--- config.mk ---
export PLATFORM = sky130hd
export DESIGN_NAME = tws_port
export DESIGN_NICKNAME = d
export VERILOG_FILES = /design/src/tws_pkg.sv /design/src/tws_sync.sv /design/src/tws_clkgen.sv /design/src/tws_port.sv
export SDC_FILE = /design/constraint.sdc
export NUM_CORES = 1
export LEC_CHECK = 0
export BUFFER_PORTS_ARGS = -buffer_cell sky130_fd_sc_hd__buf_2
export CAP_MARGIN = 10
export CORE_MARGIN = 2
export CORE_UTILIZATION = 40
export CTS_BUF_LIST = sky130_fd_sc_hd__clkbuf_8
export CTS_CLUSTER_SIZE = 14
export DETAILED_ROUTE_END_ITERATION = 10
export PLACE_DENSITY = 0.7
export SLEW_MARGIN = 20
export SYNTH_ARGS = -nofsm -noshare
export SYNTH_HDL_FRONTEND = slang
export SYNTH_HIERARCHICAL = 1
export SYNTH_SLANG_ARGS = --single-unit
--- constraint.sdc ---
create_clock -name clk_sys_i -period 2.8 [get_ports clk_sys_i]
set_input_delay 0.56 -clock clk_sys_i [delete_from_list [all_inputs] [get_ports clk_sys_i]]
set_output_delay 0.56 -clock clk_sys_i [all_outputs]
set_load 0.05 [all_outputs]
--- src/tws_pkg.sv ---
// Constants shared by the three-wire serial port design
package tws_pkg;
  localparam int TWS_ADDR_W = 8;
  localparam logic [7:0] TWS_ADDR_CTRL = 8'h00;
  localparam logic [7:0] TWS_ADDR_STAT = 8'h04;
  localparam logic [7:0] TWS_ADDR_DATA = 8'h08;
  localparam logic [7:0] TWS_ADDR_PDAT = 8'h0c;
  localparam logic [7:0] TWS_ADDR_PDIR = 8'h10;
  localparam logic [7:0] TWS_ADDR_ORDR = 8'h14;
  localparam logic [7:0] TWS_ADDR_PINS = 8'h18;
  // Control fields
  localparam int TWS_CTRL_EN = 6;
  localparam int TWS_CTRL_MS = 4;
  localparam int TWS_ORDR_LSB = 0;
  // Status fields
  localparam int TWS_STAT_DONE = 7;
  localparam int TWS_STAT_COLL = 6;
  // Port fields: bits 7..5 of the port words, index 2..0 inside
  localparam int TWS_PORT_LSB = 5;
  localparam int TWS_PIN_SCK = 2;
  localparam int TWS_PIN_SDI = 1;
  localparam int TWS_PIN_SDO = 0;
  // Reset values
  localparam logic [2:0] TWS_PORT_RST = 3'h0;
  localparam logic [7:0] TWS_DATA_RST = 8'h00;
  localparam logic [31:0] TWS_RDATA_RST = 32'h0000_0000;
  // Timing: bits per frame and internal cycles per serial clock half
  localparam int TWS_FRAME_BITS = 8;
  localparam int TWS_HALF_CYC = 2;
  typedef enum logic [2:0] {
    TWS_GEN_IDLE = 3'b001,
    TWS_GEN_LOW = 3'b010,
    TWS_GEN_HIGH = 3'b100
  } tws_gen_e;
endpackage

--- src/tws_sync.sv ---
// Two-flop synchroniser for pin inputs
`timescale 1ns/1ps
`default_nettype none
module tws_sync #(
  parameter int W = 3
) (
  input wire logic clk_sys_i,
  input wire logic rst_i,
  input wire logic [W-1:0] async_i,
  output logic [W-1:0] sync_o
);
  logic [W-1:0] meta;

  always_ff @(posedge clk_sys_i) begin
    if (rst_i) begin
      meta <= '0;
      sync_o <= '0;
    end else begin
      meta <= async_i;
      sync_o <= meta;
    end
  end
endmodule
`default_nettype wire

--- src/tws_clkgen.sv ---
// Master serial clock generator: bus clock divided by four, idle high
`timescale 1ns/1ps
`default_nettype none
module tws_clkgen import tws_pkg::*; #(
  parameter int FRAME_BITS = TWS_FRAME_BITS,
  parameter int HALF = TWS_HALF_CYC
) (
  input wire logic clk_sys_i,
  input wire logic rst_i,
  input wire logic start_i,
  input wire logic abort_i,
  output logic sck_o,
  output logic fall_o,
  output logic rise_o
);
  localparam int HW = $clog2(HALF + 1);
  localparam int BW = $clog2(FRAME_BITS + 1);
  tws_gen_e state;
  tws_gen_e next_state;
  logic [HW-1:0] half;
  logic [HW-1:0] next_half;
  logic [BW-1:0] bits;
  logic [BW-1:0] next_bits;

  // Clock line is high in every state but the low phase
  assign sck_o = (state != TWS_GEN_LOW);

  always_comb begin
    next_state = state;
    next_half = half;
    next_bits = bits;
    fall_o = 1'b0;
    rise_o = 1'b0;
    case (state)
      TWS_GEN_IDLE: begin
        if (start_i && !abort_i) begin
          next_state = TWS_GEN_LOW;
          next_half = '0;
          next_bits = '0;
          fall_o = 1'b1;
        end
      end
      TWS_GEN_LOW: begin
        if (abort_i) begin
          next_state = TWS_GEN_IDLE;
        end else if (half == HW'(HALF - 1)) begin
          next_state = TWS_GEN_HIGH;
          next_half = '0;
          next_bits = bits + BW'(1);
          rise_o = 1'b1;
        end else begin
          next_half = half + HW'(1);
        end
      end
      TWS_GEN_HIGH: begin
        if (abort_i) begin
          next_state = TWS_GEN_IDLE;
        end else if (half == HW'(HALF - 1)) begin
          next_half = '0;
          if (bits == BW'(FRAME_BITS)) begin
            next_state = TWS_GEN_IDLE;
          end else begin
            next_state = TWS_GEN_LOW;
            fall_o = 1'b1;
          end
        end else begin
          next_half = half + HW'(1);
        end
      end
      default: next_state = TWS_GEN_IDLE;
    endcase
  end

  always_ff @(posedge clk_sys_i) begin
    if (rst_i) begin
      state <= TWS_GEN_IDLE;
      half <= '0;
      bits <= '0;
    end else begin
      state <= next_state;
      half <= next_half;
      bits <= next_bits;
    end
  end
endmodule
`default_nettype wire

--- src/tws_port.sv ---
// Three-wire synchronous serial port with APB registers and shared pins
//
// Behaviour
// - Master data write loads and starts a frame
// - Serial clock rests high between frames
// - No select line; edges delimit frames
// - Option picks MSB or LSB first
// - Enable bit hands pins to port
// - Directions and port data stay after disable
// - Master clock period is four bus cycles
// - Slave clock input, max quarter rate
// - Falling edges start frame and move data
// - Rising edges sample data input
// - Eighth rising edge ends the frame
// - Idle output holds last shifted bit
// - Clear output direction turns driver off
// - Master and slave form 16-bit ring
// - No auto direction, arbitration, mode fault
// - No interrupt; software polls status
// - Done flag set, cleared status-then-data
// - Data access mid-frame sets collision
// - Master bit drives clock pin; reset clears
// - Disable mid-frame aborts, clears counter
`timescale 1ns/1ps
`default_nettype none
module tws_port import tws_pkg::*; (
  input wire logic clk_sys_i,
  input wire logic rst_i,
  input wire logic psel_i,
  input wire logic penable_i,
  input wire logic pwrite_i,
  input wire logic [TWS_ADDR_W-1:0] paddr_i,
  input wire logic [31:0] pwdata_i,
  output logic [31:0] prdata_o,
  output logic pready_o,
  output logic pslverr_o,
  input wire logic sck_in_i,
  output logic sck_out_o,
  output logic sck_oe_o,
  input wire logic sdi_in_i,
  output logic sdi_out_o,
  output logic sdi_oe_o,
  input wire logic sdo_in_i,
  output logic sdo_out_o,
  output logic sdo_oe_o
);
  function automatic logic [31:0] tws_port_word(input logic [2:0] v);
    tws_port_word = 32'(v) << TWS_PORT_LSB;
  endfunction

  logic en, next_en;
  logic ms, next_ms;
  logic lsb, next_lsb;
  logic [2:0] pdat, next_pdat;
  logic [2:0] pdir, next_pdir;
  logic [7:0] serial_data_reg, next_sdr;
  logic done, next_done;
  logic coll, next_coll;
  logic arm, next_arm;
  logic busy, next_busy;
  logic [2:0] cnt, next_cnt;
  logic sck_d, next_sck_d;
  logic [1:0] rise_p, next_rise_p;
  logic [31:0] next_prdata;
  logic [2:0] pin_s;
  logic gen_sck, gen_fall, gen_rise;
  logic setup, acc, wr, rd, mapped;
  logic hit_ctrl, hit_stat, hit_data, hit_pdat, hit_pdir, hit_ordr, hit_pins;
  logic data_acc, master_go, en_off, fall, rise, s_fall, s_rise;

  // Slave clock and data pass two flops before any logic sees them
  tws_sync #(.W(3)) u_sync (
    .clk_sys_i(clk_sys_i),
    .rst_i(rst_i),
    .async_i({sck_in_i, sdi_in_i, sdo_in_i}),
    .sync_o(pin_s)
  );

  tws_clkgen u_gen (
    .clk_sys_i(clk_sys_i),
    .rst_i(rst_i),
    .start_i(master_go),
    .abort_i(en_off),
    .sck_o(gen_sck),
    .fall_o(gen_fall),
    .rise_o(gen_rise)
  );

  assign setup = psel_i && !penable_i;
  assign acc = psel_i && penable_i;
  assign wr = acc && pwrite_i;
  assign rd = acc && !pwrite_i;
  assign hit_ctrl = (paddr_i == TWS_ADDR_CTRL);
  assign hit_stat = (paddr_i == TWS_ADDR_STAT);
  assign hit_data = (paddr_i == TWS_ADDR_DATA);
  assign hit_pdat = (paddr_i == TWS_ADDR_PDAT);
  assign hit_pdir = (paddr_i == TWS_ADDR_PDIR);
  assign hit_ordr = (paddr_i == TWS_ADDR_ORDR);
  assign hit_pins = (paddr_i == TWS_ADDR_PINS);
  assign mapped = hit_ctrl || hit_stat || hit_data || hit_pdat ||
                  hit_pdir || hit_ordr || hit_pins;
  // Zero wait states: read data is registered during the setup cycle
  assign pready_o = 1'b1;
  assign pslverr_o = acc && !mapped;

  // Data register is reachable only while the port is enabled
  assign data_acc = acc && hit_data && en;
  assign master_go = wr && hit_data && en && ms && !busy;
  assign en_off = wr && hit_ctrl && en && !pwdata_i[TWS_CTRL_EN];
  // Edge detect reads only the second synchroniser stage and its copy
  assign s_fall = sck_d && !pin_s[TWS_PIN_SCK];
  assign s_rise = !sck_d && pin_s[TWS_PIN_SCK];
  assign fall = en && (ms ? gen_fall : s_fall);
  // Master mode samples two cycles after the clock rises, so the input
  // synchroniser has caught up with the level the pin held at the edge
  assign rise = en && (ms ? rise_p[1] : s_rise);

  always_comb begin
    next_en = en;
    next_ms = ms;
    next_lsb = lsb;
    next_pdat = pdat;
    next_pdir = pdir;
    next_sdr = serial_data_reg;
    next_done = done;
    next_coll = coll;
    next_arm = arm;
    next_busy = busy;
    next_cnt = cnt;
    next_sck_d = pin_s[TWS_PIN_SCK];
    next_rise_p = {rise_p[0], gen_rise};
    next_prdata = prdata_o;
    if (wr && hit_ctrl) begin
      next_en = pwdata_i[TWS_CTRL_EN];
      next_ms = pwdata_i[TWS_CTRL_MS];
      if (pwdata_i[TWS_CTRL_EN]) begin
        next_pdir[TWS_PIN_SCK] = pwdata_i[TWS_CTRL_MS];
        if (!en) begin
          next_pdir[TWS_PIN_SDI] = 1'b0;
          next_pdir[TWS_PIN_SDO] = 1'b1;
        end
      end
    end
    if (wr && hit_pdat) begin
      next_pdat = pwdata_i[TWS_PORT_LSB +: 3];
    end
    if (wr && hit_pdir) begin
      next_pdir = pwdata_i[TWS_PORT_LSB +: 3];
    end
    if (wr && hit_ordr) begin
      next_lsb = pwdata_i[TWS_ORDR_LSB];
    end
    if (rd && hit_stat && done) begin
      next_arm = 1'b1;
    end
    // A clear in the cycle of a new set loses: the set is assigned after it and wins
    if (data_acc) begin
      if (pwrite_i) begin
        next_sdr = pwdata_i[7:0];
      end
      if (arm) begin
        next_done = 1'b0;
        next_coll = 1'b0;
        next_arm = 1'b0;
      end
      if (busy) begin
        next_coll = 1'b1;
      end
    end
    if (rise && busy) begin
      next_sdr = lsb ? {pin_s[TWS_PIN_SDI], serial_data_reg[7:1]}
                     : {serial_data_reg[6:0], pin_s[TWS_PIN_SDI]};
      next_cnt = cnt + 3'h1;
      if (cnt == 3'(TWS_FRAME_BITS - 1)) begin
        next_busy = 1'b0;
        next_done = 1'b1;
        next_cnt = 3'h0;
      end
    end
    // Output bit lives in the port data bit, so it survives disable.
    // It comes from the updated shifter: the starting write and, in
    // master mode, the late sample share a cycle with the falling edge.
    if (fall) begin
      next_pdat[TWS_PIN_SDO] = lsb ? next_sdr[0]
                                   : next_sdr[7];
      next_busy = 1'b1;
    end
    if (en_off) begin
      next_busy = 1'b0;
      next_cnt = 3'h0;
      next_coll = 1'b0;
    end
    if (setup) begin
      case (paddr_i)
        TWS_ADDR_CTRL: next_prdata = (32'(en) << TWS_CTRL_EN) |
                                     (32'(ms) << TWS_CTRL_MS);
        TWS_ADDR_STAT: next_prdata = (32'(done) << TWS_STAT_DONE) |
                                     (32'(coll) << TWS_STAT_COLL);
        TWS_ADDR_DATA: next_prdata = en ? 32'(serial_data_reg) : 32'h0000_0000;
        TWS_ADDR_PDAT: next_prdata = tws_port_word(pdat);
        TWS_ADDR_PDIR: next_prdata = tws_port_word(pdir);
        TWS_ADDR_ORDR: next_prdata = 32'(lsb) << TWS_ORDR_LSB;
        TWS_ADDR_PINS: next_prdata = tws_port_word(pin_s);
        default: next_prdata = 32'h0000_0000;
      endcase
    end
  end

  always_ff @(posedge clk_sys_i) begin
    if (rst_i) begin
      en <= 1'b0;
      ms <= 1'b0;
      lsb <= 1'b0;
      pdat <= TWS_PORT_RST;
      pdir <= TWS_PORT_RST;
      serial_data_reg <= TWS_DATA_RST;
      done <= 1'b0;
      coll <= 1'b0;
      arm <= 1'b0;
      busy <= 1'b0;
      cnt <= 3'h0;
      sck_d <= 1'b1;
      rise_p <= 2'h0;
      prdata_o <= TWS_RDATA_RST;
    end else begin
      en <= next_en;
      ms <= next_ms;
      lsb <= next_lsb;
      pdat <= next_pdat;
      pdir <= next_pdir;
      serial_data_reg <= next_sdr;
      done <= next_done;
      coll <= next_coll;
      arm <= next_arm;
      busy <= next_busy;
      cnt <= next_cnt;
      sck_d <= next_sck_d;
      rise_p <= next_rise_p;
      prdata_o <= next_prdata;
    end
  end

  // Pins follow their direction bits; no automatic turn-around
  assign sck_out_o = (en && ms) ? gen_sck : pdat[TWS_PIN_SCK];
  assign sck_oe_o = pdir[TWS_PIN_SCK];
  assign sdi_out_o = pdat[TWS_PIN_SDI];
  assign sdi_oe_o = pdir[TWS_PIN_SDI];
  assign sdo_out_o = pdat[TWS_PIN_SDO];
  assign sdo_oe_o = pdir[TWS_PIN_SDO];
endmodule
`default_nettype wire

==> key figures <==
Timing
  • Skew final: 0.0105 ns
  • Slew Viols, Final: 0
  • Endpoints failing setup: 0
  • Relative slew slack: 57.9%
  • WHS: approximately 0.44 ns
  • Unrepaired setup endpoints after global routing: no
  • Worst-Margin Slew: roughly 0.63 ns
  • Tcrit/Tclk final: between 90% and 100%
  • Setup TNS: 0 ns
  • Final hold violation count: 0
  • FMAX: ~0.38 GHz
  • Post-route minimum period: approximately 2.6 ns

Yosys
  • Post-synthesis mux area share: approximately 11%
  • Synthesized flop and latch total: 50
  • List of most frequent post-synthesis cells: dfxtp_1 (50), nor2_1 (32), buf_4 (27)
  • Area leader, netlist: dfxtp_1
  • Adder-Cell Fraction of Synth Area: approximately 1.7%
  • Most common cell in the synthesized netlist: dfxtp_1
  • Largest family of logic cells by synthesized area: simple AND/OR/NAND/NOR gates
  • Yosys top cell area share: roughly 34%
  • Area contributors post-synth: dfxtp_1 (34%), buf_4 (6.8%), mux2i_1 (6.4%), nor2_1 (4.0%), mux2_2 (3.8%)
  • Post-Synth XOR/XNOR Area: 0.295%
  • Synthesized-area fraction occupied by and/or/nand/nor cells: around 28%
  • Syn Inst Count: 349
  • Synthesized area: between 0.002 and 0.003 mm^2
  • Synth Warn #: 6
  • Syn_area_per_cell: approximately 8.5 um^2
  • Sequential share of the synthesized area: between 30 and 40%
  • Complex-gate fraction of the synthesized area: approximately 15%
  • Post-synth cell types: 58
  • EDFF count, synth: 0
  • Async SR Flop Fraction: 0%
  • Synth Flop Type: dfxtp_1

Critical path
  • Arrival time worst endpoint: between 2 and 3 ns
  • CP max-delay cell: or4_1
  • Worst Setup End Kind: register
  • Max FO, Critical Path: 4
  • Reg2reg end: pdat[0]
  • Worst endpoint required time: 3.03 ns
  • Slowest Stage Delay on Critical Path: between 0.5 and 0.6 ns
  • R2R setup slack: about 0.58 ns
  • CP Cell Sequence: buf_2 > or3_1 > or4_1 > nor4_4 > nor3_2 > a22o_1 > and2_1 > or2_2 > o221ai_1
  • Critical path origin: paddr_i[2]
  • Startpoint Class: input pin
  • Crit Reg-Reg Startpoint: en
  • Reg2reg path depth: 10
  • Crit Path Category: input pin to register

Clock tree
  • Post-CTS setup buffers: 0
  • Worst-skew pair later-pin latency: approximately 0.30 ns
  • CTS tree: done
  • H-tree levels: 2
  • Clk Tree Root Cell: clkbuf_8
  • Clock transition at path regs: ~0.10 ns
  • Sink Count: 50
  • CTS Buf Count: 5
  • Worst-case clock buffer depth: 2

Layout
  • Final Cell Area: between 0.003 and 0.004 mm^2
  • Syn-to-layout area delta: 16.4%
  • Diode count: 0
  • NumNets Final: 453
  • Share of cells above drive strength 1: between 20% and 30%

Global routing
  • Vias in the first global route: about 2,400
  • First-pass GRT wire length: 11,600 um
  • Gr ovfl total: 0
  • Pin count of the biggest net entering global routing: 33
  • Initial antenna violation count: 0
  • Tot GR Track Use: ~17%

Run
  • Max_cap viols: 0

Outcome
  • Status: finished, final reports clean

Min path
  • Hold EP: u_sync/sync_o[1]
  • Min-delay worst type: register to register
  • Worst hold path depth: 1
  • Min-delay src: u_sync/meta[1]

Detailed routing
  • DRC: 0
  • Routed WL: approximately 6900 um
  • Drt initial violations: ~190
  • Drt via density: between 5 and 6
  • Wire per inst: ~14 um
  • Post-DRT Antenna Nets: 0
  • Vias: 2,608
  • First-pass DRT Iterations: 4

Die
  • Row count: 31
  • Die Y: between 90 and 100 um
  • Starting Density: between 40% and 50%
  • Die Span X: about 90 um
  • Die area: between 0.008 and 0.009 mm^2
  • Core area: around 0.0072 mm^2
  • IO Count: 88

Power and ir drop
  • Pwr/cell area: just over 400 mW/mm^2
  • LEAKAGE: ~1.4 nW
  • VDD IR max: roughly 0.18 mV
  • Total power: 1.42 mW

Placement
  • Post-DP HPWL: 5120 um
  • Final GP Congestion: roughly 0.88
  • I/O Buffers: 38
  • Dpl cell area: 0.00331 mm^2
==> per-stage QoR <==
| stage | instances | setup slack [ns] | utilization, % |
|---|---|---|---|
| final | 501 | 0.163 | 47.9 |
| after detailed placement | 493 | -0.254 | 45.8 |
| after global placement | 493 | -0.198 | 45.8 |
| after floorplan | 372 | -0.132 | - |
| after CTS | 501 | 0.0206 | 47.5 |
| after global routing | 501 | 0.0139 | 47.9 |
==> layout make-up <==
| cell class | instances | area (um^2) |
|---|---|---|
| Inverter | 7 | 26.3 |
| Fill cell | 695 | 3760 |
| Clock inverter | 3 | 48.8 |
| Tap cell | 99 | 124 |
| Clock buffer | 5 | 68.8 |
| Multi-Input combinational cell | 271 | 1790 |
| Sequential cell | 50 | 1000 |
| Timing Repair Buffer | 66 | 400 |
==> routing by layer <==
metal | GRT usage (%) | wire length [um]
met2 | 29.2 | 3340
met3 | 3.35 | 401
met5 | 0 | 0
met4 | 3.59 | 76
met1 | 22.1 | 3030
==> cells by family after synthesis <==
| family | count (synthesis) |
|---|---|
| xor+xnor | 1 |
| fa+ha+maj | 4 |
| buf+inv | 51 |
| flops | 50 |
| simple gates | 145 |
| compound gates | 65 |
| mux | 31 |
| other cells | 2 |
==> where the power goes <==
| part | total (mW) | internal, mW | switching [mW] | leakage [nW] |
|---|---|---|---|---|
| Sequential | 0.718 | 0.716 | 0.00263 | 0.404 |
| Clock | 0.531 | 0.272 | 0.259 | 0.0563 |
| Combinational | 0.168 | 0.0393 | 0.129 | 0.911 |
| Total | 1.42 | 1.03 | 0.390 | 1.37 |
==> worst max-delay path by stage <==
stage          slack [ns]  cells after the start  endpoint
2_1_floorplan       -0.13                     10   pdat[0]
3_3_place_gp        -0.20                      9   pdat[0]
3_5_place_dp        -0.25                      9   pdat[0]
4_1_cts              0.02                      9   pdat[0]
5_1_grt              0.01                     12   pdat[0]
6_report             0.16                      9   pdat[0]
==> timing repair <==
action	4_1_cts	5_1_grt
setup endpoints to repair	0	4
hold buffers	0	0
resized for setup	0	5
==> layout by cell type (no fill, tap or decap), types with 2 or more instances in the layout <==
master | Yosys | layout
dfxtp_1 | 50 | 50
buf_2 | 5 | 38
nor2_1 | 32 | 32
buf_4 | 27 | 28
conb_1 | 2 | 25
nand2_1 | 22 | 22
mux2i_1 | 19 | 19
nor2b_1 | 18 | 18
a21oi_1 | 18 | 18
nand3_1 | 11 | 11
o21ai_0 | 11 | 11
a211oi_1 | 11 | 11
mux2_2 | 10 | 10
nand3b_1 | 9 | 9
inv_1 | 7 | 7
nand2b_1 | 7 | 7
nor3_1 | 8 | 7
clkbuf_8 | 0 | 5
and3_1 | 4 | 4
nor4_1 | 5 | 4
ha_1 | 4 | 4
or4_1 | 3 | 3
a2bb2oi_1 | 3 | 3
o31ai_1 | 3 | 3
nand4_1 | 3 | 3
or2_2 | 3 | 3
or3_1 | 2 | 2
nor4_4 | 1 | 2
o31a_1 | 2 | 2
and2_1 | 2 | 2
nor3b_1 | 3 | 2
nor4b_1 | 2 | 2
o211ai_1 | 2 | 2
mux2_1 | 2 | 2
or2_1 | 2 | 2
a2111oi_1 | 2 | 2
==> worst max-delay path, delay by kind of cell <==
| family | cells | cell delay [ns] |
|---|---|---|
| AND/OR/NAND/NOR | 6 | 1.80 |
| AO/OA/AOI/OAI | 2 | 0.43 |
| buffers and inverters | 1 | 0.10 |
No activity file was read; power rests on OpenSTA's default activity.
